File: src/core/bcw_pkg.sv
// Constants and types shared by the bus cycle and wait controller.
// Assumes a single 100 MHz clock and an APB slave with 32-bit data.
package bcw_pkg;

    // ------------------------------------------------------------
    // Register map (byte addresses)
    // ------------------------------------------------------------
    localparam logic [7:0] OFS_WAIT_CTRL = 8'h00; // dma_wait_control
    localparam logic [7:0] OFS_BUS_MODE = 8'h04; // io_timing_sel in bit 0
    localparam logic [7:0] OFS_STATUS = 8'h08; // read-only bus state

    // ------------------------------------------------------------
    // Field positions and reset values
    // ------------------------------------------------------------
    localparam int MEM_WAIT_LSB = 6; // mem_wait_sel_hi/lo
    localparam int IO_WAIT_LSB = 4; // io_wait_sel_hi/lo
    localparam logic [7:0] WAIT_CTRL_RST = 8'hf0; // All wait selects high
    localparam logic IO_TIMING_RST = 1'b1; // Legacy strobe timing
    localparam logic [19:0] RESTART_ADDR = 20'h00000; // Restart point
    localparam logic [15:0] ONCHIP_IO_TOP = 16'h003f; // Last on-chip port

    // ------------------------------------------------------------
    // Cycle counts
    // ------------------------------------------------------------
    localparam logic [2:0] RST_PIN_CYCLES = 3'h6; // Low clocks for restart
    localparam logic [2:0] IO_EXTRA_WAIT = 3'h1; // Minimum external I/O wait

    // ------------------------------------------------------------
    // Cycle kinds offered by the core
    // ------------------------------------------------------------
    localparam logic [2:0] KIND_INTERNAL = 3'h0; // One-clock internal op
    localparam logic [2:0] KIND_FETCH = 3'h1; // Opcode fetch
    localparam logic [2:0] KIND_MEM = 3'h2; // Memory read or write
    localparam logic [2:0] KIND_IO = 3'h3; // I/O read or write
    localparam logic [2:0] KIND_IRQ0_ACK = 3'h4; // ext_irq_zero acknowledge
    localparam logic [2:0] KIND_ACK_MEM = 3'h5; // Vector read, PC stacking

    // ------------------------------------------------------------
    // Bus states
    // ------------------------------------------------------------
    typedef enum logic [2:0] {
        ST_IDLE,
        ST_T1,
        ST_T2,
        ST_TW,
        ST_T3,
        ST_TX,
        ST_RESET
    } state_type;

endpackage : bcw_pkg

File: src/core/bcw_bus_cycle.sv
// Bus cycle sequencer with wait-state generator and bus hand-over.
// Assumes pins come from outside the clock domain; core requests are
// synchronous to pclk; one T-state lasts one pclk period.
//
// Our own choices: the APB slave port and the address map.
`timescale 1ns/1ns
module bcw_bus_cycle (
    input wire logic pclk,
    input wire logic presetn,
    input wire logic psel,
    input wire logic penable,
    input wire logic pwrite,
    input wire logic [7:0] paddr,
    input wire logic [31:0] pwdata,
    output logic [31:0] prdata,
    output logic pready,
    output logic pslverr,
    input wire logic req_valid,
    input wire logic [2:0] req_kind,
    input wire logic [19:0] req_addr,
    input wire logic req_write,
    input wire logic [7:0] req_wdata,
    input wire logic [2:0] onchip_waits,
    output logic req_ready,
    output logic req_done,
    output logic [7:0] req_rdata,
    output logic core_restart,
    input wire logic reset_pin_n,
    input wire logic wait_n,
    input wire logic bus_request_n,
    input wire logic [7:0] data_in,
    output logic [19:0] addr_out,
    output logic addr_oe,
    output logic [7:0] data_out,
    output logic data_oe,
    output logic mem_request_n,
    output logic io_request_n,
    output logic rd_n,
    output logic wr_n,
    output logic ctrl_oe,
    output logic fetch_cycle_n,
    output logic bus_grant_n,
    output logic refresh_ok
);

    // ------------------------------------------------------------
    // Pin synchronisers
    // ------------------------------------------------------------
    logic [2:0] pin_meta_q; // First stage, read only by second
    logic [2:0] pin_sync_q; // {reset_pin_n, wait_n, bus_request_n}
    logic rst_pin_n;
    logic wait_s_n;
    logic bus_request_n_s_n;

    // Two flops per pin; a single stage would let metastability leak
    always_ff @(posedge pclk or negedge presetn)
    begin
        if (!presetn)
        begin
            pin_meta_q <= 3'h7;
            pin_sync_q <= 3'h7;
        end
        else
        begin
            pin_meta_q <= {reset_pin_n, wait_n, bus_request_n};
            pin_sync_q <= pin_meta_q;
        end
    end

    assign rst_pin_n = pin_sync_q[2];
    assign wait_s_n = pin_sync_q[1]; // Cleanly sampled if driver is synchronous
    assign bus_request_n_s_n = pin_sync_q[0];

    // ------------------------------------------------------------
    // Reset pin timer
    // ------------------------------------------------------------
    logic [2:0] rst_cnt_q; // Low clocks seen so far
    logic rst_hold_q; // Pin reset in force
    logic rst_hit;

    assign rst_hit = !rst_pin_n && (rst_cnt_q == bcw_pkg::RST_PIN_CYCLES - 3'h1);

    // Short glitches below six clocks are ignored
    always_ff @(posedge pclk or negedge presetn)
    begin
        if (!presetn)
        begin
            rst_cnt_q <= 3'h0;
            rst_hold_q <= 1'b0;
        end
        else if (rst_pin_n)
        begin
            rst_cnt_q <= 3'h0;
            rst_hold_q <= 1'b0;
        end
        else
        begin
            if (rst_cnt_q != bcw_pkg::RST_PIN_CYCLES)
                rst_cnt_q <= rst_cnt_q + 3'h1;
            if (rst_hit)
                rst_hold_q <= 1'b1;
        end
    end

    // ------------------------------------------------------------
    // Registers over APB
    // ------------------------------------------------------------
    logic [7:0] wait_ctrl_q; // dma_wait_control
    logic io_timing_sel_q; // Low: strobes from T2
    logic apb_access;
    logic [1:0] mem_sel;
    logic [1:0] io_sel;
    bcw_pkg::state_type state_q;
    bcw_pkg::state_type state_d;

    assign apb_access = psel && penable && !pready;
    assign mem_sel = wait_ctrl_q[bcw_pkg::MEM_WAIT_LSB +: 2];
    assign io_sel = wait_ctrl_q[bcw_pkg::IO_WAIT_LSB +: 2];

    // Writes land on the completing edge; pin reset also restores waits
    always_ff @(posedge pclk or negedge presetn)
    begin
        if (!presetn)
        begin
            wait_ctrl_q <= bcw_pkg::WAIT_CTRL_RST;
            io_timing_sel_q <= bcw_pkg::IO_TIMING_RST;
        end
        else if (rst_hold_q || rst_hit)
        begin
            wait_ctrl_q <= bcw_pkg::WAIT_CTRL_RST;
            io_timing_sel_q <= bcw_pkg::IO_TIMING_RST;
        end
        else if (psel && penable && pready && pwrite)
        begin
            if (paddr == bcw_pkg::OFS_WAIT_CTRL)
                wait_ctrl_q <= pwdata[7:0];
            if (paddr == bcw_pkg::OFS_BUS_MODE)
                io_timing_sel_q <= pwdata[0];
        end
    end

    // One wait cycle per access keeps pready a flop output
    always_ff @(posedge pclk or negedge presetn)
    begin
        if (!presetn)
        begin
            pready <= 1'b0;
            pslverr <= 1'b0;
            prdata <= 32'h0;
        end
        else
        begin
            pready <= apb_access;
            pslverr <= 1'b0;
            prdata <= 32'h0;
            if (apb_access)
            begin
                case (paddr)
                    bcw_pkg::OFS_WAIT_CTRL: prdata <= {24'h0, wait_ctrl_q};
                    bcw_pkg::OFS_BUS_MODE: prdata <= {31'h0, io_timing_sel_q};
                    bcw_pkg::OFS_STATUS: prdata <= {27'h0, rst_hold_q, 1'b0, state_q};
                    default: pslverr <= 1'b1; // Unmapped word
                endcase
            end
        end
    end

    // ------------------------------------------------------------
    // Wait count per cycle kind
    // ------------------------------------------------------------
    logic [2:0] auto_waits; // Generator count for the pending cycle
    logic [2:0] kind_q;
    logic [19:0] addr_q;
    logic write_q;
    logic onchip_q;

    // Generator count chosen from kind and field settings, or from onchip_waits for on-chip I/O
    always_comb
    begin
        auto_waits = 3'h0;
        case (kind_q)
            bcw_pkg::KIND_FETCH,
            bcw_pkg::KIND_MEM,
            bcw_pkg::KIND_ACK_MEM: auto_waits = {1'b0, mem_sel};
            bcw_pkg::KIND_IO:
            begin
                if (onchip_q)
                    auto_waits = onchip_waits;
                else
                    auto_waits = {1'b0, io_sel} + bcw_pkg::IO_EXTRA_WAIT;
            end
            bcw_pkg::KIND_IRQ0_ACK:
            begin
                case (io_sel)
                    2'h0: auto_waits = 3'h2;
                    2'h1: auto_waits = 3'h4;
                    2'h2: auto_waits = 3'h5;
                    default: auto_waits = 3'h6;
                endcase
            end
            default: auto_waits = 3'h0;
        endcase
    end

    // ------------------------------------------------------------
    // Machine cycle sequencer
    // ------------------------------------------------------------
    logic [2:0] wait_cnt_q; // Generator waits still owed
    logic bus_request_n_pend_q; // Sampled before T3
    logic ext_wait;

    assign ext_wait = !wait_s_n && !rst_hold_q;

    // Next state; release decided only where a machine cycle ends
    always_comb
    begin
        state_d = state_q;
        case (state_q)
            bcw_pkg::ST_IDLE,
            bcw_pkg::ST_T3:
            begin
                if (!bus_request_n_s_n || (state_q == bcw_pkg::ST_T3 && bus_request_n_pend_q))
                    state_d = bcw_pkg::ST_TX;
                else if (req_valid && req_kind != bcw_pkg::KIND_INTERNAL)
                    state_d = bcw_pkg::ST_T1;
                else
                    state_d = bcw_pkg::ST_IDLE;
            end
            bcw_pkg::ST_T1: state_d = bcw_pkg::ST_T2;
            bcw_pkg::ST_T2,
            bcw_pkg::ST_TW:
            begin
                if (wait_cnt_q != 3'h0 || ext_wait)
                    state_d = bcw_pkg::ST_TW;
                else
                    state_d = bcw_pkg::ST_T3;
            end
            bcw_pkg::ST_TX:
            begin
                if (!bus_request_n_s_n)
                    state_d = bcw_pkg::ST_TX;
                else
                    state_d = bcw_pkg::ST_IDLE;
            end
            bcw_pkg::ST_RESET: state_d = bcw_pkg::ST_IDLE;
            default: state_d = bcw_pkg::ST_IDLE;
        endcase
        if (rst_hold_q || rst_hit)
            state_d = bcw_pkg::ST_RESET;
    end

    // State, wait counter and request latch
    always_ff @(posedge pclk or negedge presetn)
    begin
        if (!presetn)
        begin
            state_q <= bcw_pkg::ST_RESET;
            wait_cnt_q <= 3'h0;
            bus_request_n_pend_q <= 1'b0;
            kind_q <= bcw_pkg::KIND_INTERNAL;
            addr_q <= 20'h0;
            write_q <= 1'b0;
            onchip_q <= 1'b0;
        end
        else
        begin
            state_q <= state_d;
            if (state_q == bcw_pkg::ST_T1)
                wait_cnt_q <= auto_waits;
            else if ((state_q == bcw_pkg::ST_T2 || state_q == bcw_pkg::ST_TW) && wait_cnt_q != 3'h0)
                wait_cnt_q <= wait_cnt_q - 3'h1;
            if (state_d == bcw_pkg::ST_T3 && state_q != bcw_pkg::ST_T3)
                bus_request_n_pend_q <= !bus_request_n_s_n;
            else if (state_q == bcw_pkg::ST_T3)
                bus_request_n_pend_q <= 1'b0;
            if (state_d == bcw_pkg::ST_T1)
            begin
                kind_q <= req_kind;
                write_q <= req_write;
                onchip_q <= (req_kind == bcw_pkg::KIND_IO) && (req_addr[15:0] <= bcw_pkg::ONCHIP_IO_TOP);
                // I/O address is untranslated, upper four lines low
                if (req_kind == bcw_pkg::KIND_IO)
                    addr_q <= {4'h0, req_addr[15:0]};
                else
                    addr_q <= req_addr;
            end
        end
    end

    // ------------------------------------------------------------
    // Core handshake
    // ------------------------------------------------------------
    // Ready marks the edge a request is taken; done ends it
    always_ff @(posedge pclk or negedge presetn)
    begin
        if (!presetn)
        begin
            req_ready <= 1'b0;
            req_done <= 1'b0;
            req_rdata <= 8'h0;
            core_restart <= 1'b0;
        end
        else
        begin
            req_ready <= (state_d == bcw_pkg::ST_IDLE || state_d == bcw_pkg::ST_T3);
            req_done <= (state_q == bcw_pkg::ST_T3) && !rst_hold_q;
            if (state_q == bcw_pkg::ST_T3 && !write_q)
                req_rdata <= data_in;
            core_restart <= (state_q == bcw_pkg::ST_RESET) && !rst_hold_q;
        end
    end

    // ------------------------------------------------------------
    // Bus pins
    // ------------------------------------------------------------
    logic in_bus_d;
    logic io_d;
    logic strobe_on_d;
    logic io_new; // Kind of the request being taken, latch not yet loaded

    assign in_bus_d = state_d == bcw_pkg::ST_T1 || state_d == bcw_pkg::ST_T2 ||
                      state_d == bcw_pkg::ST_TW || state_d == bcw_pkg::ST_T3;
    // Selected timing holds io strobes off through T1
    assign io_d = kind_q == bcw_pkg::KIND_IO || kind_q == bcw_pkg::KIND_IRQ0_ACK;
    assign strobe_on_d = in_bus_d && !(state_d == bcw_pkg::ST_T1 && io_d && !io_timing_sel_q);
    assign io_new = req_kind == bcw_pkg::KIND_IO || req_kind == bcw_pkg::KIND_IRQ0_ACK;

    // Pins follow next state so each comes straight from a flop
    always_ff @(posedge pclk or negedge presetn)
    begin
        if (!presetn)
        begin
            addr_out <= bcw_pkg::RESTART_ADDR;
            addr_oe <= 1'b1;
            data_out <= 8'h0;
            data_oe <= 1'b0;
            mem_request_n <= 1'b1;
            io_request_n <= 1'b1;
            rd_n <= 1'b1;
            wr_n <= 1'b1;
            ctrl_oe <= 1'b1;
            fetch_cycle_n <= 1'b1;
            bus_grant_n <= 1'b1;
            refresh_ok <= 1'b0;
        end
        else
        begin
            // Released bus floats; grant only after the float
            addr_oe <= state_d != bcw_pkg::ST_TX;
            ctrl_oe <= state_d != bcw_pkg::ST_TX;
            bus_grant_n <= !(state_d == bcw_pkg::ST_TX && state_q == bcw_pkg::ST_TX);
            refresh_ok <= state_d == bcw_pkg::ST_IDLE;
            addr_out <= (state_d == bcw_pkg::ST_RESET) ? bcw_pkg::RESTART_ADDR : addr_q;
            if (state_d == bcw_pkg::ST_T1)
                addr_out <= (req_kind == bcw_pkg::KIND_IO) ? {4'h0, req_addr[15:0]} : req_addr;
            data_out <= req_wdata;
            data_oe <= 1'b0;
            mem_request_n <= 1'b1;
            io_request_n <= 1'b1;
            rd_n <= 1'b1;
            wr_n <= 1'b1;
            fetch_cycle_n <= 1'b1;
            if (in_bus_d && state_d != bcw_pkg::ST_T1)
            begin
                data_oe <= write_q && !io_d;
                if (io_d && kind_q == bcw_pkg::KIND_IO)
                    data_oe <= write_q;
                mem_request_n <= io_d;
                io_request_n <= !(io_d && strobe_on_d);
                rd_n <= !(!write_q && strobe_on_d);
                wr_n <= !write_q;
                fetch_cycle_n <= !(kind_q == bcw_pkg::KIND_FETCH || kind_q == bcw_pkg::KIND_IRQ0_ACK);
            end
            else if (state_d == bcw_pkg::ST_T1)
            begin
                // Latched kind is stale here, so decode the incoming request
                mem_request_n <= io_new;
                io_request_n <= !(io_new && io_timing_sel_q);
                rd_n <= !(!req_write && (!io_new || io_timing_sel_q));
                fetch_cycle_n <= !(req_kind == bcw_pkg::KIND_FETCH || req_kind == bcw_pkg::KIND_IRQ0_ACK);
            end
        end
    end

    // ------------------------------------------------------------
    // Assertions
    // ------------------------------------------------------------
    io_upper_low_a: assert property (@(posedge pclk) disable iff (!presetn)
        !io_request_n |-> addr_out[19:16] == 4'h0 && mem_request_n)
        else $error("io cycle with memory strobe or upper address set");
    ext_io_wait_a: assert property (@(posedge pclk) disable iff (!presetn)
        state_q == bcw_pkg::ST_T2 && kind_q == bcw_pkg::KIND_IO && !onchip_q |=> state_q == bcw_pkg::ST_TW)
        else $error("external io cycle without wait");
    pin_reset_a: assert property (@(posedge pclk) disable iff (!presetn)
        rst_hit |=> state_q == bcw_pkg::ST_RESET && wait_ctrl_q == bcw_pkg::WAIT_CTRL_RST)
        else $error("reset pin not honoured");
    grant_after_float_a: assert property (@(posedge pclk) disable iff (!presetn)
        $fell(bus_grant_n) |-> !addr_oe && $past(!addr_oe))
        else $error("grant before bus float");
    release_boundary_a: assert property (@(posedge pclk) disable iff (!presetn)
        state_q == bcw_pkg::ST_TX && $past(state_q) != bcw_pkg::ST_TX |->
        $past(state_q) == bcw_pkg::ST_IDLE || $past(state_q) == bcw_pkg::ST_T3)
        else $error("release mid cycle");
    float_pins_a: assert property (@(posedge pclk) disable iff (!presetn)
        !bus_grant_n |-> !addr_oe && !ctrl_oe && !data_oe)
        else $error("bus driven while granted");
    no_refresh_a: assert property (@(posedge pclk) disable iff (!presetn)
        state_q == bcw_pkg::ST_TW || state_q == bcw_pkg::ST_TX |-> !refresh_ok)
        else $error("refresh during wait or release");
    mem_waits_a: assert property (@(posedge pclk) disable iff (!presetn)
        state_q == bcw_pkg::ST_T1 && kind_q == bcw_pkg::KIND_MEM && mem_sel == 2'h3 && !rst_hold_q
        |=> state_q == bcw_pkg::ST_T2 ##1 state_q == bcw_pkg::ST_TW [*3])
        else $error("memory waits short");
    irq0_waits_a: assert property (@(posedge pclk) disable iff (!presetn)
        state_q == bcw_pkg::ST_T1 && kind_q == bcw_pkg::KIND_IRQ0_ACK && io_sel == 2'h0 |=> ##1 wait_cnt_q == 3'h1)
        else $error("interrupt acknowledge wait count wrong");
    strobe_timing_a: assert property (@(posedge pclk) disable iff (!presetn)
        state_q == bcw_pkg::ST_T1 && !io_timing_sel_q && kind_q == bcw_pkg::KIND_IO |-> io_request_n && rd_n)
        else $error("io strobe active in T1");
    release_c: cover property (@(posedge pclk) disable iff (!presetn) $fell(bus_grant_n));
    ext_wait_c: cover property (@(posedge pclk) disable iff (!presetn) state_q == bcw_pkg::ST_TW && ext_wait);
    restart_c: cover property (@(posedge pclk) disable iff (!presetn) core_restart);

endmodule : bcw_bus_cycle

File: config.mk
export PLATFORM = sky130hd
export DESIGN_NAME = bcw_bus_cycle
export DESIGN_NICKNAME = d
export VERILOG_FILES = /design/src/core/bcw_pkg.sv /design/src/core/bcw_bus_cycle.sv
export SDC_FILE = /design/constraint.sdc
export NUM_CORES = 1
export LEC_CHECK = 0
export ABC_AREA = 1
export BUFFER_PORTS_ARGS = -buffer_cell sky130_fd_sc_hd__buf_4
export CAP_MARGIN = 10
export CORE_UTILIZATION = 49
export DETAILED_ROUTE_END_ITERATION = 8
export PLACE_DENSITY = 0.8
export SYNTH_ARGS = -nofsm -noshare
export SYNTH_HDL_FRONTEND = slang
export SYNTH_SLANG_ARGS = --single-unit
File: constraint.sdc
create_clock -name pclk -period 2.05 [get_ports pclk]
set_clock_uncertainty 0.05 [all_clocks]
set_input_delay 0.41 -clock pclk [delete_from_list [all_inputs] [get_ports pclk]]
set_output_delay 0.41 -clock pclk [all_outputs]
set_load 0.01 [all_outputs]
==> results of run 1 <==
==> report_power, final <==
group | switching [mW] | internal [mW]
combinational | 2.26 | 1.78
clock | 0.739 | 0.572
sequential | 0.370 | 2.90
==> area by class of cell <==
class	count	share of cell area [%]
inverter	45	2.875
clock buffer	9	2.019
multi-input combinational	324	27.10
sequential	109	44.86
clock inverter	7	1.203
tap	129	2.631
timing repair buffer	144	19.31
==> sequential cells by signal, indices dropped and copies added (netlist names), 3 cells and up <==
name	flops
state_q	3
rst_cnt_q	3
wait_ctrl_q	8
req_rdata	8
wait_cnt_q	3
prdata	8
pin_meta_q	3
data_out	8
kind_q	3
addr_q	20
pin_sync_q	3
addr_out	20
==> cell usage after synthesis, drive strengths merged <==
cell type    n
a21oi       13
a31oi        2
and3         1
buf         35
conb         1
dfrtp       89
dfstp       20
ha           8
inv         45
mux2         8
nand2      137
nand3       41
nand4       14
nor2        43
nor3         6
nor4         3
o211ai       3
o21ai       14
o22ai        2
or2          4
xnor2        1
==> path summary, 6_finish.rpt <==
| check | startpoint | end | slack [ns] |
|---|---|---|---|
| setup / recovery | state_q[1] | addr_out[7] | 0.06 |
| min in group asynchronous | presetn | prdata[7] | 0.47 |
| hold reg to reg | pin_meta_q[2] | pin_sync_q[2] | 0.31 |
| hold / removal | wait_n | pin_meta_q[1] | 0.09 |
| max in group asynchronous | presetn | io_timing_sel_q | 0.85 |
| setup reg to reg | state_q[1] | addr_out[7] | 0.06 |
==> layer usage <==
layer  up-vias  share of wire [%]  global-route usage (%)
li1       1808                  -                       -
met1      1832                 41                   27.39
met2       147                 49                   34.99
met3        16                7.6                   5.762
met4         0                1.7                   6.900
met5         -                  0                       0
==> cell usage in the layout, fill, tap and decap left out, types with 13 or more instances in the layout <==
| cell type | count |
|---|---|
| sky130_fd_sc_hd__nand3_1 | 31 |
| sky130_fd_sc_hd__dfstp_2 | 20 |
| sky130_fd_sc_hd__buf_4 | 134 |
| sky130_fd_sc_hd__nand2_1 | 126 |
| sky130_fd_sc_hd__a21oi_1 | 13 |
| sky130_fd_sc_hd__conb_1 | 24 |
| sky130_fd_sc_hd__nor2_1 | 35 |
| sky130_fd_sc_hd__dfrtp_1 | 89 |
| sky130_fd_sc_hd__inv_1 | 36 |
| sky130_fd_sc_hd__nand4_1 | 14 |
==> worst max-delay path, cell delays in order (launching register included) <==
cell and delay [ns]:
sky130_fd_sc_hd__dfstp_2 0.58, sky130_fd_sc_hd__inv_2 0.06, sky130_fd_sc_hd__nor2_1 0.16, sky130_fd_sc_hd__nand2_2 0.09, sky130_fd_sc_hd__nand2_1 0.11, sky130_fd_sc_hd__nor2_2 0.06
sky130_fd_sc_hd__nor2_4 0.14, sky130_fd_sc_hd__nand3_4 0.23, sky130_fd_sc_hd__clkbuf_16 0.26, sky130_fd_sc_hd__nand3_2 0.07, sky130_fd_sc_hd__nand2_1 0.06
==> cells by family (layout without fill, tap and decap cells) <==
kind of cell	after synthesis	after routing	synth area share, %
simple gates	249	249	23.56
flops	109	109	59.04
buf+inv	80	205	9.125
compound gates	34	34	3.918
fa+ha+maj	8	8	2.147
mux	8	8	1.932
other cells	1	24	0.08044
xor+xnor	1	1	0.1879
==> repair_timing <==
| action | in CTS | in global routing |
|---|---|---|
| hold buffers | 1 | 0 |
| cloned | 0 | 6 |
| buffers inserted | 0 | 3 |
| pin swaps | 0 | 13 |
| endpoints found under the hold margin | 23 | 0 |
| setup endpoints to repair | 2 | 51 |
| resized for setup | 1 | 31 |
==> impl_metrics.prom, run 1 <==
# TYPE chip_impl_metric gauge
chip_impl_metric{name="syn_to_final_growth",unit="%"} 31.62
chip_impl_metric{name="clk_slew_on_worst_s_h_paths",unit="ns"} 0.10
chip_impl_metric{name="dp_hpwl",unit="mm"} 7.335
chip_impl_metric{name="synth-seq-cells",unit=""} 109
chip_impl_metric{name="yosysTopAreaCellShare",unit="%"} 47.77
chip_impl_metric{name="placed_cell_area",unit="sq um"} 5697
chip_impl_metric{name="minimum_clock_period",unit="ns"} 1.992
chip_impl_metric{name="power_density",unit="nW/um^2"} 1407
chip_impl_metric{name="h_tree_depth",unit=""} 3
chip_impl_info{name="worstSetupPathType",value="flop to flop"} 1
chip_impl_metric{name="multi_input_area",unit="sq um"} 1663
chip_impl_metric{name="drt_first_pass_iters",unit=""} 4
chip_impl_metric{name="grt_remaining_overflow",unit=""} 0
chip_impl_metric{name="timing_hold_violations_final",unit=""} 0
chip_impl_info{name="cts_tree",value="built"} 1
chip_impl_metric{name="placedCellCount",unit=""} 741
chip_impl_metric{name="syn_inst",unit=""} 490
chip_impl_metric{name="detailedRoute.firstIterationViolations",unit=""} 174
chip_impl_metric{name="clk-insertion-delay-late",unit="ns"} 0.37
chip_impl_metric{name="layout.filler_cells",unit=""} 750
chip_impl_metric{name="dpl_worst_slack",unit="ns"} 0.01468
chip_impl_metric{name="detailroute.via_count",unit=""} 3803
chip_impl_metric{name="worst_r2r_path_depth",unit=""} 10
chip_impl_metric{name="wl_per_cell",unit="microns"} 13.92
chip_impl_metric{name="initial_core_util",unit="%"} 50.45
chip_impl_metric{name="instances_no_fill",unit=""} 767
chip_impl_metric{name="hold_path_depth",unit=""} 1
chip_impl_metric{name="clock-sinks",unit=""} 109
chip_impl_metric{name="gpl.final_weighted_congestion",unit=""} 0.8012
chip_impl_metric{name="die_width",unit="microns"} 99.54
chip_impl_metric{name="antenna-diode-count",unit=""} 0
chip_impl_metric{name="crit_path_max_fanout",unit=""} 8
chip_impl_metric{name="register_area",unit="sq um"} 2753
chip_impl_info{name="outcome",value="finished clean"} 1
chip_impl_metric{name="drt-total-wl",unit="mm"} 10.68
chip_impl_metric{name="antenna_left",unit=""} 0
chip_impl_metric{name="fin_tns_setup",unit="ns"} 0
chip_impl_metric{name="floorplan.die.height",unit="microns"} 99.54
chip_impl_metric{name="layout_setup_ws",unit="ns"} 0.05816
chip_impl_metric{name="cts_buffer_count",unit=""} 9
chip_impl_metric{name="clock.fmax",unit="MHz"} 502.0
chip_impl_metric{name="final_non_filler_cell_area",unit="sq um"} 6136
chip_impl_info{name="netlist_top_cells_area",value="sky130_fd_sc_hd__dfrtp_1 (48%), sky130_fd_sc_hd__dfstp_2 (11%), sky130_fd_sc_hd__nand2_1 (11%)"} 1
chip_impl_info{name="synth_top_area_cell",value="sky130_fd_sc_hd__dfrtp_1"} 1
chip_impl_metric{name="synthesis.area",unit="sq um"} 4662
chip_impl_metric{name="period_share",unit="%"} 97.16
chip_impl_metric{name="core_area",unit="sq um"} 9240
chip_impl_metric{name="max_slew_margin",unit="%"} 66.54
chip_impl_metric{name="yosysUniqueCellTypes",unit=""} 30
chip_impl_info{name="ctsRootBufferMaster",value="sky130_fd_sc_hd__clkbuf_8"} 1
chip_impl_metric{name="report.power.total",unit="mW"} 8.631
chip_impl_metric{name="port-buffer-count",unit=""} 126
chip_impl_metric{name="grt.total_usage",unit="%"} 21.25
chip_impl_metric{name="timing_max_transition_violations_final",unit=""} 0
chip_impl_metric{name="antenna_violations_before_repair",unit=""} 0
chip_impl_metric{name="drc",unit=""} 0
chip_impl_info{name="timing.hold.worst.class",value="input pin to flop"} 1
chip_impl_metric{name="timing.max_cap.violations",unit=""} 0
chip_impl_metric{name="die-area",unit="sq um"} 9908
chip_impl_metric{name="required",unit="ns"} 2.26
chip_impl_metric{name="tightest_slew",unit="ns"} 0.4981
chip_impl_metric{name="fin_util",unit="%"} 66.40
chip_impl_metric{name="leakage",unit="nW"} 3.260
chip_impl_metric{name="setup_viol",unit=""} 0
chip_impl_metric{name="final_net_count",unit=""} 733
chip_impl_metric{name="synthesis.yosys.warnings",unit=""} 0
chip_impl_info{name="timing.critical_path.from_type",value="flop"} 1
chip_impl_metric{name="synth-seq-area-share",unit="%"} 59.04
chip_impl_metric{name="hold-worst-slack",unit="ns"} 0.08840
chip_impl_metric{name="first_global_vias",unit=""} 3565
chip_impl_metric{name="syn_avg_cell_area",unit="sq um"} 9.514
chip_impl_metric{name="num_io_pins",unit=""} 175
chip_impl_metric{name="drive_gt1_share",unit="%"} 34.64
chip_impl_metric{name="grt_first_pass_wirelength",unit="mm"} 16.45
chip_impl_metric{name="clock_path_buffers",unit=""} 2
chip_impl_info{name="crit_path_end_kind",value="flop"} 1
chip_impl_metric{name="detail_route.vias_per_cell",unit=""} 4.958
chip_impl_metric{name="maximum_number_of_pins_on_one_net_before_global_route_repair",unit=""} 49
chip_impl_metric{name="cp_data_arrival_time",unit="ns"} 2.20
chip_impl_metric{name="std_cell_rows",unit=""} 35
chip_impl_metric{name="irDropWorstVdd",unit="uV"} 862.4
(Power assumes the default switching activity.)
==> run 2: changes to the inputs <==
--- a/config.mk
+++ b/config.mk
@@ -10,7 +10,7 @@
 export CAP_MARGIN = 10
 export CORE_UTILIZATION = 49
 export DETAILED_ROUTE_END_ITERATION = 8
-export PLACE_DENSITY = 0.8
+export PLACE_DENSITY_LB_ADDON = 0.1
 export SYNTH_ARGS = -nofsm -noshare
 export SYNTH_HDL_FRONTEND = slang
 export SYNTH_SLANG_ARGS = --single-unit
==> run 2 against run 1 <==
Critical path depth grew 1. Clock power up 3%. Sequential power hardly changed. Wire length is 7.0% lower. Clock-buffer cell count rose by 2. Die area unchanged. Critical path type unchanged. Largest cell class unchanged. Highest routed layer unchanged.
==> impl_metrics.prom, run 2 (synthesis gave the netlist of run 1 again) <==
# TYPE chip_impl_metric gauge
chip_impl_metric{name="antenna-diode-count",unit=""} 0
chip_impl_metric{name="cts_buffer_count",unit=""} 9
chip_impl_metric{name="drt-total-wl",unit="mm"} 9.926
chip_impl_metric{name="worst_r2r_path_depth",unit=""} 11
chip_impl_metric{name="floorplan.die.height",unit="microns"} 99.54
chip_impl_metric{name="num_io_pins",unit=""} 175
chip_impl_metric{name="power.share.combinational",unit="%"} 43.5
chip_impl_metric{name="seqPwrFrac",unit="%"} 39.9
chip_impl_metric{name="h_tree_depth",unit=""} 3
chip_impl_metric{name="fin_util",unit="%"} 64.83
chip_impl_metric{name="dpl_worst_slack",unit="ns"} 0.06857
chip_impl_info{name="startpoint",value="wait_cnt_q[0]"} 1
chip_impl_metric{name="setup_viol",unit=""} 0
chip_impl_metric{name="die-area",unit="sq um"} 9908
chip_impl_metric{name="max_slew_margin",unit="%"} 64.23
chip_impl_metric{name="wl_per_cell",unit="microns"} 13.01
chip_impl_metric{name="crit_path_max_fanout",unit=""} 7
chip_impl_metric{name="detail_route.vias_per_cell",unit=""} 4.788
chip_impl_info{name="min-delay-start",value="wait_n"} 1
chip_impl_metric{name="gpl.final_weighted_congestion",unit=""} 0.8496
chip_impl_metric{name="clk-insertion-delay-late",unit="ns"} 0.38
chip_impl_info{name="cts_tree",value="built"} 1
chip_impl_info{name="timing.critical_path.from_type",value="flop"} 1
chip_impl_metric{name="die_width",unit="microns"} 99.54
chip_impl_metric{name="placedCellCount",unit=""} 741
chip_impl_metric{name="layout_setup_ws",unit="ns"} 0.1460
chip_impl_metric{name="grt_first_pass_wirelength",unit="mm"} 16.33
chip_impl_info{name="worstSetupPathType",value="flop to flop"} 1
chip_impl_metric{name="hold_path_depth",unit=""} 1
chip_impl_metric{name="core_area",unit="sq um"} 9240
chip_impl_metric{name="minimum_clock_period",unit="ns"} 1.904
chip_impl_metric{name="required",unit="ns"} 2.27
chip_impl_info{name="end_of_the_worst_hold_path",value="pin_meta_q[1]"} 1
chip_impl_metric{name="report.power.total",unit="mW"} 8.124
chip_impl_metric{name="initial_core_util",unit="%"} 50.45
chip_impl_metric{name="timing_max_transition_violations_final",unit=""} 0
chip_impl_metric{name="power_density",unit="nW/um^2"} 1356
chip_impl_metric{name="tightest_slew",unit="ns"} 0.5324
chip_impl_metric{name="irDropWorstVdd",unit="uV"} 751.0
chip_impl_metric{name="first_global_vias",unit=""} 3577
chip_impl_metric{name="antenna_violations_before_repair",unit=""} 0
chip_impl_metric{name="syn_to_final_growth",unit="%"} 28.50
chip_impl_info{name="worst_r2r_endpoint",value="addr_q[16]"} 1
chip_impl_info{name="outcome",value="finished clean"} 1
chip_impl_metric{name="internal-power",unit="mW"} 5.021
chip_impl_metric{name="timing.max_cap.violations",unit=""} 0
chip_impl_info{name="most-common-layout-cells",value="sky130_fd_sc_hd__buf_4 (135), sky130_fd_sc_hd__nand2_1 (133), sky130_fd_sc_hd__dfrtp_1 (89), sky130_fd_sc_hd__inv_1 (40), sky130_fd_sc_hd__nand3_1 (39)"} 1
chip_impl_metric{name="switchingPower",unit="mW"} 3.103
chip_impl_metric{name="detailedRoute.firstIterationViolations",unit=""} 123
chip_impl_metric{name="grt.total_usage",unit="%"} 21.25
chip_impl_metric{name="detailroute.via_count",unit=""} 3653
chip_impl_info{name="crit_path_end_kind",value="flop"} 1
chip_impl_metric{name="maximum_number_of_pins_on_one_net_before_global_route_repair",unit=""} 58
chip_impl_metric{name="antenna_left",unit=""} 0
chip_impl_metric{name="clk_slew_on_worst_s_h_paths",unit="ns"} 0.10
chip_impl_metric{name="timing_hold_violations_final",unit=""} 0
chip_impl_metric{name="layout.filler_cells",unit=""} 781
chip_impl_metric{name="port-buffer-count",unit=""} 126
chip_impl_metric{name="netSwitchingFraction",unit="%"} 38.20
chip_impl_metric{name="relative_contribution_of_the_clock_network_to_total_power",unit="%"} 16.6
chip_impl_metric{name="r2r_slack",unit="ns"} 0.15
chip_impl_info{name="ctsRootBufferMaster",value="sky130_fd_sc_hd__clkbuf_8"} 1
chip_impl_metric{name="drc",unit=""} 0
chip_impl_metric{name="cp_data_arrival_time",unit="ns"} 2.12
chip_impl_info{name="layout_top_registers",value="addr_out (20), addr_q (20)"} 1
chip_impl_metric{name="final_net_count",unit=""} 729
chip_impl_info{name="mostFrequentLayoutCell",value="sky130_fd_sc_hd__buf_4"} 1
chip_impl_metric{name="fin_tns_setup",unit="ns"} 0
chip_impl_metric{name="leakage",unit="nW"} 3.210
chip_impl_metric{name="grt_remaining_overflow",unit=""} 0
chip_impl_metric{name="drive_gt1_share",unit="%"} 30.91
chip_impl_metric{name="instances_no_fill",unit=""} 763
chip_impl_info{name="regToRegStartpoint",value="wait_cnt_q[0]"} 1
chip_impl_metric{name="clock_path_buffers",unit=""} 2
chip_impl_metric{name="clock.fmax",unit="MHz"} 525.2
chip_impl_info{name="timing.hold.worst.class",value="input pin to flop"} 1
chip_impl_metric{name="period_share",unit="%"} 92.88
chip_impl_metric{name="dp_hpwl",unit="mm"} 7.235
chip_impl_metric{name="clock-sinks",unit=""} 109
chip_impl_metric{name="drt_first_pass_iters",unit=""} 4
chip_impl_metric{name="std_cell_rows",unit=""} 35
## run 2: layer usage
layer  track usage (%)  share of wire [%]
met3             4.779                6.4
met5                 0                  0
met2             34.83                 49
met4             8.937                1.8
met1             27.36                 42
## run 2: timing repair
item                                    4_1_cts  5_1_grt
endpoints found under the setup margin        0       51
hold endpoints to repair                     75        0
setup buffers                                 0        4
resized for setup                             0        7
hold buffers                                  1        0
## run 2: power by group through the flow
stage | registers (mW) | logic, mW | clock network, mW
floorplan | 3.39 | 2.02 | 0
global placement | 3.25 | 3.19 | 0
detailed placement | 3.28 | 3.30 | 0
CTS | 3.25 | 3.31 | 1.39
global route | 3.31 | 3.97 | 1.48
finish | 3.24 | 3.53 | 1.35
## run 2: layout make-up
class                           count  area (sq um)  share of cell area, %
Clock inverter                      5         65.06                  1.086
Clock buffer                       11         141.4                  2.360
Multi-Input combinational cell    324          1588                  26.50
Timing Repair Buffer              140          1109                  18.50
Inverter                           45         173.9                  2.903
Tap cell                          129         161.4                  2.694
Sequential cell                   109          2753                  45.95
## run 2: worst max-delay path, cell delays in order, from the launching register on
cell	delay [ns]
sky130_fd_sc_hd__dfrtp_1	0.40
sky130_fd_sc_hd__inv_1	0.09
sky130_fd_sc_hd__ha_1	0.15
sky130_fd_sc_hd__inv_1	0.04
sky130_fd_sc_hd__nor2_2	0.12
sky130_fd_sc_hd__nand2_1	0.07
sky130_fd_sc_hd__nand2_1	0.08
sky130_fd_sc_hd__nand2_1	0.09
sky130_fd_sc_hd__o21ai_0	0.39
sky130_fd_sc_hd__nor2_4	0.12
sky130_fd_sc_hd__nand4_1	0.12
sky130_fd_sc_hd__nand2_1	0.06
## run 2: how the worst max path moves through the flow
stage,end,depth (start not counted)
after floorplan,addr_q[16],13
after global placement,addr_out[0],12
after detailed placement,addr_out[7],12
after CTS,addr_out[4],12
after global routing,addr_q[16],11
final,addr_q[16],11
## run 2: stage by stage
stage               hold WS, ns  area [sq um]
finish                  0.07842          5991
global route            0.05239          5991
CTS                     0.06378          5913
detailed placement       0.2995          5697
global placement         0.2964          5697
floorplan               0.06441          4748
==> run 3: changes to the inputs <==
--- a/config.mk
+++ b/config.mk
@@ -8,7 +8,7 @@
 export ABC_AREA = 1
 export BUFFER_PORTS_ARGS = -buffer_cell sky130_fd_sc_hd__buf_4
 export CAP_MARGIN = 10
-export CORE_UTILIZATION = 49
+export CORE_UTILIZATION = 44
 export DETAILED_ROUTE_END_ITERATION = 8
 export PLACE_DENSITY_LB_ADDON = 0.1
 export SYNTH_ARGS = -nofsm -noshare
==> constraint.sdc (replaced) <==
create_clock -name pclk -period 1.5 [get_ports pclk]
set_clock_uncertainty 0.05 [all_clocks]
set_input_delay 0.3 -clock pclk [delete_from_list [all_inputs] [get_ports pclk]]
set_output_delay 0.3 -clock pclk [all_outputs]
set_load 0.01 [all_outputs]
==> run 3 against run 2 <==
The run now ends with negative setup slack left. Global-route usage fell by 0.26 points. Hold slack improved by 0.015 ns. Largest power group unchanged. Sequential share of layout area fell by 5.9 points. Die area rose by 11%. First-iteration DRC count rose by 29%. Cell area rose by 15%. Non-clock buffer count rose by 71. Fmax rose by 2.4%. Power rose by 59%. Combinational power rose by 85%.
==> impl_metrics.prom, run 3 (synthesis gave the netlist of run 1 again) <==
# TYPE chip_impl_metric gauge
chip_impl_metric{name="layout.filler_cells",unit=""} 831
chip_impl_metric{name="antenna_violations_before_repair",unit=""} 0
chip_impl_info{name="outcome",value="complete, but fails checks"} 1
chip_impl_metric{name="num_io_pins",unit=""} 175
chip_impl_metric{name="floorplan.die.height",unit="microns"} 104.9
chip_impl_metric{name="detailedRoute.firstIterationViolations",unit=""} 159
chip_impl_metric{name="port-buffer-count",unit=""} 126
chip_impl_metric{name="fin_tns_setup",unit="ns"} -18.42
chip_impl_metric{name="core_area",unit="sq um"} 10280
chip_impl_metric{name="netSwitchingFraction",unit="%"} 38.37
chip_impl_info{name="worstSetupPathType",value="flop to flop"} 1
chip_impl_metric{name="grt_first_pass_wirelength",unit="mm"} 18.17
chip_impl_metric{name="drt-total-wl",unit="mm"} 11.32
chip_impl_metric{name="clk-insertion-delay-late",unit="ns"} 0.36
chip_impl_metric{name="internal-power",unit="mW"} 7.956
chip_impl_info{name="timing.hold.worst.class",value="input pin to flop"} 1
chip_impl_metric{name="clock-sinks",unit=""} 109
chip_impl_metric{name="layout_setup_ws",unit="ns"} -0.3602
chip_impl_metric{name="clock_path_buffers",unit=""} 2
chip_impl_metric{name="h_tree_depth",unit=""} 3
chip_impl_metric{name="drt_first_pass_iters",unit=""} 4
chip_impl_metric{name="power.share.combinational",unit="%"} 50.5
chip_impl_metric{name="maximum_number_of_pins_on_one_net_before_global_route_repair",unit=""} 59
chip_impl_info{name="cts_tree",value="built"} 1
chip_impl_metric{name="timing_hold_violations_final",unit=""} 0
chip_impl_metric{name="crit_path_max_fanout",unit=""} 5
chip_impl_metric{name="drc",unit=""} 0
chip_impl_metric{name="grt_remaining_overflow",unit=""} 0
chip_impl_metric{name="seqPwrFrac",unit="%"} 34.7
chip_impl_metric{name="die-area",unit="sq um"} 11010
chip_impl_metric{name="relative_contribution_of_the_clock_network_to_total_power",unit="%"} 14.8
chip_impl_metric{name="antenna-diode-count",unit=""} 0
chip_impl_metric{name="std_cell_rows",unit=""} 37
chip_impl_info{name="rsz0062_at_grt",value="true"} 1
chip_impl_metric{name="syn_to_final_growth",unit="%"} 47.53
chip_impl_metric{name="antenna_left",unit=""} 0
chip_impl_metric{name="required",unit="ns"} 1.71
chip_impl_info{name="mostFrequentLayoutCell",value="sky130_fd_sc_hd__buf_4"} 1
chip_impl_metric{name="clock.fmax",unit="MHz"} 537.6
chip_impl_metric{name="period_share",unit="%"} 124.0
chip_impl_metric{name="timing.max_cap.violations",unit=""} 0
chip_impl_metric{name="hold-worst-slack",unit="ns"} 0.09372
chip_impl_info{name="violations_in_the_final_reports",value="negative setup slack"} 1
chip_impl_metric{name="wl_per_cell",unit="microns"} 13.43
chip_impl_metric{name="minimum_clock_period",unit="ns"} 1.860
chip_impl_metric{name="cp_data_arrival_time",unit="ns"} 2.07
chip_impl_metric{name="setup_viol",unit=""} 67
chip_impl_metric{name="leakage",unit="nW"} 3.657
chip_impl_metric{name="detailroute.via_count",unit=""} 3986
chip_impl_metric{name="die_width",unit="microns"} 104.9
chip_impl_info{name="crit_path_end_kind",value="flop"} 1
chip_impl_metric{name="drive_gt1_share",unit="%"} 44.41
chip_impl_metric{name="dp_hpwl",unit="mm"} 7.722
chip_impl_info{name="layout_top_registers",value="addr_out (20), addr_q (20)"} 1
chip_impl_metric{name="timing_max_transition_violations_final",unit=""} 0
chip_impl_metric{name="first_global_vias",unit=""} 3859
chip_impl_info{name="ctsRootBufferMaster",value="sky130_fd_sc_hd__clkbuf_8"} 1
chip_impl_metric{name="grt.total_usage",unit="%"} 20.99
chip_impl_metric{name="final_net_count",unit=""} 802
chip_impl_metric{name="gpl.final_weighted_congestion",unit=""} 0.8335
chip_impl_metric{name="irDropWorstVdd",unit="uV"} 1229
chip_impl_metric{name="detail_route.vias_per_cell",unit=""} 4.728
chip_impl_info{name="timing.critical_path.from_type",value="flop"} 1
chip_impl_info{name="most-common-layout-cells",value="sky130_fd_sc_hd__buf_4 (187), sky130_fd_sc_hd__nand2_1 (112), sky130_fd_sc_hd__dfrtp_1 (89), sky130_fd_sc_hd__nor2_1 (32)"} 1
chip_impl_metric{name="clk_slew_on_worst_s_h_paths",unit="ns"} 0.11
chip_impl_metric{name="initial_core_util",unit="%"} 45.36
chip_impl_metric{name="power_density",unit="nW/um^2"} 1877
chip_impl_metric{name="cts_buffer_count",unit=""} 9
chip_impl_metric{name="switchingPower",unit="mW"} 4.953
[run 3: changes by cell type in the layout (fill, tap and decap cells not counted), moves of 8 or more]
cell,before,now
sky130_fd_sc_hd__nand2_2,4,21
sky130_fd_sc_hd__dlygate4sd3_1,1,12
sky130_fd_sc_hd__buf_4,135,187
sky130_fd_sc_hd__inv_1,40,31
sky130_fd_sc_hd__nand3_1,39,31
sky130_fd_sc_hd__inv_2,4,12
sky130_fd_sc_hd__mux2_4,0,8
sky130_fd_sc_hd__nand2_1,133,112
sky130_fd_sc_hd__mux2_1,8,0
[run 3: through the flow]
stage          cell area, sq um  total power [mW]  util [%]  cells  setup slack (ns)
6_report                   6878             12.91     66.92    843           -0.3602
5_1_grt                    6878             13.82     66.92    843           -0.4545
4_1_cts                    6681             12.44     65.01    835           -0.2787
3_5_place_dp               6088             9.622     59.24    792           -0.4256
3_3_place_gp               6088             9.430     59.24    792           -0.3282
2_1_floorplan              4800             7.571         -    513           -0.2113
[run 3: path summary, 6_finish.rpt]
kind / startpoint / endpoint / slack, ns / cells past startpoint
setup reg to reg: wait_cnt_q[1] / addr_out[0] / -0.36 / 14
hold reg to reg: pin_meta_q[0] / pin_sync_q[0] / 0.31 / 0
max in group asynchronous: presetn / rd_n / 0.66 / 3
setup / recovery: wait_cnt_q[1] / addr_out[0] / -0.36 / 14
hold / removal: req_addr[2] / addr_q[2] / 0.09 / 3
min in group asynchronous: presetn / wait_ctrl_q[3] / 0.42 / 3
[run 3: power by group through the flow]
stage               registers [mW]  logic, mW  clock network [mW]
floorplan                     4.64       2.93                   0
global placement              4.45       4.98                   0
detailed placement            4.48       5.14                   0
CTS                           4.46       6.03                1.95
global route                  4.58       7.16                2.09
finish                        4.48       6.52                1.91
[run 3: layer usage]
metal,GRT usage (%),vias to the layer above,wire (microns)
met2,34.11,144,5579
met3,4.616,11,611
met4,4.628,0,117
li1,-,1945,-
met1,28.92,1886,5016
met5,0,-,0
[run 3: critical path, cell delays in order (launching register included)]
cell,delay (ns)
sky130_fd_sc_hd__dfrtp_1,0.42
sky130_fd_sc_hd__inv_2,0.08
sky130_fd_sc_hd__ha_4,0.14
sky130_fd_sc_hd__inv_4,0.04
sky130_fd_sc_hd__nor2_4,0.10
sky130_fd_sc_hd__nand2_2,0.06
sky130_fd_sc_hd__nand2_2,0.09
sky130_fd_sc_hd__nand2_2,0.09
sky130_fd_sc_hd__nor2_4,0.12
sky130_fd_sc_hd__nor2_4,0.05
sky130_fd_sc_hd__nand3_4,0.13
sky130_fd_sc_hd__buf_6,0.17
sky130_fd_sc_hd__clkinv_8,0.07
sky130_fd_sc_hd__nand2_1,0.08
sky130_fd_sc_hd__nand2_1,0.07
[run 3: cell type report]
type | instances | area [sq um] | share of cell area (%)
tap | 136 | 170.2 | 2.474
clock inverter | 5 | 65.06 | 0.9460
sequential | 109 | 2753 | 40.02
inverter | 45 | 183.9 | 2.674
timing repair buffer | 211 | 1698 | 24.69
timing repair inverter | 2 | 17.52 | 0.2547
clock buffer | 11 | 151.4 | 2.201
multi-input combinational | 324 | 1839 | 26.74
[run 3: timing repair]
item	4_1_cts	5_1_grt
setup buffers	13	9
pin swaps	12	14
gates cloned	2	1
setup endpoints to repair	78	77
hold endpoints to repair	100	0
hold buffers	12	0
resized for setup	43	40
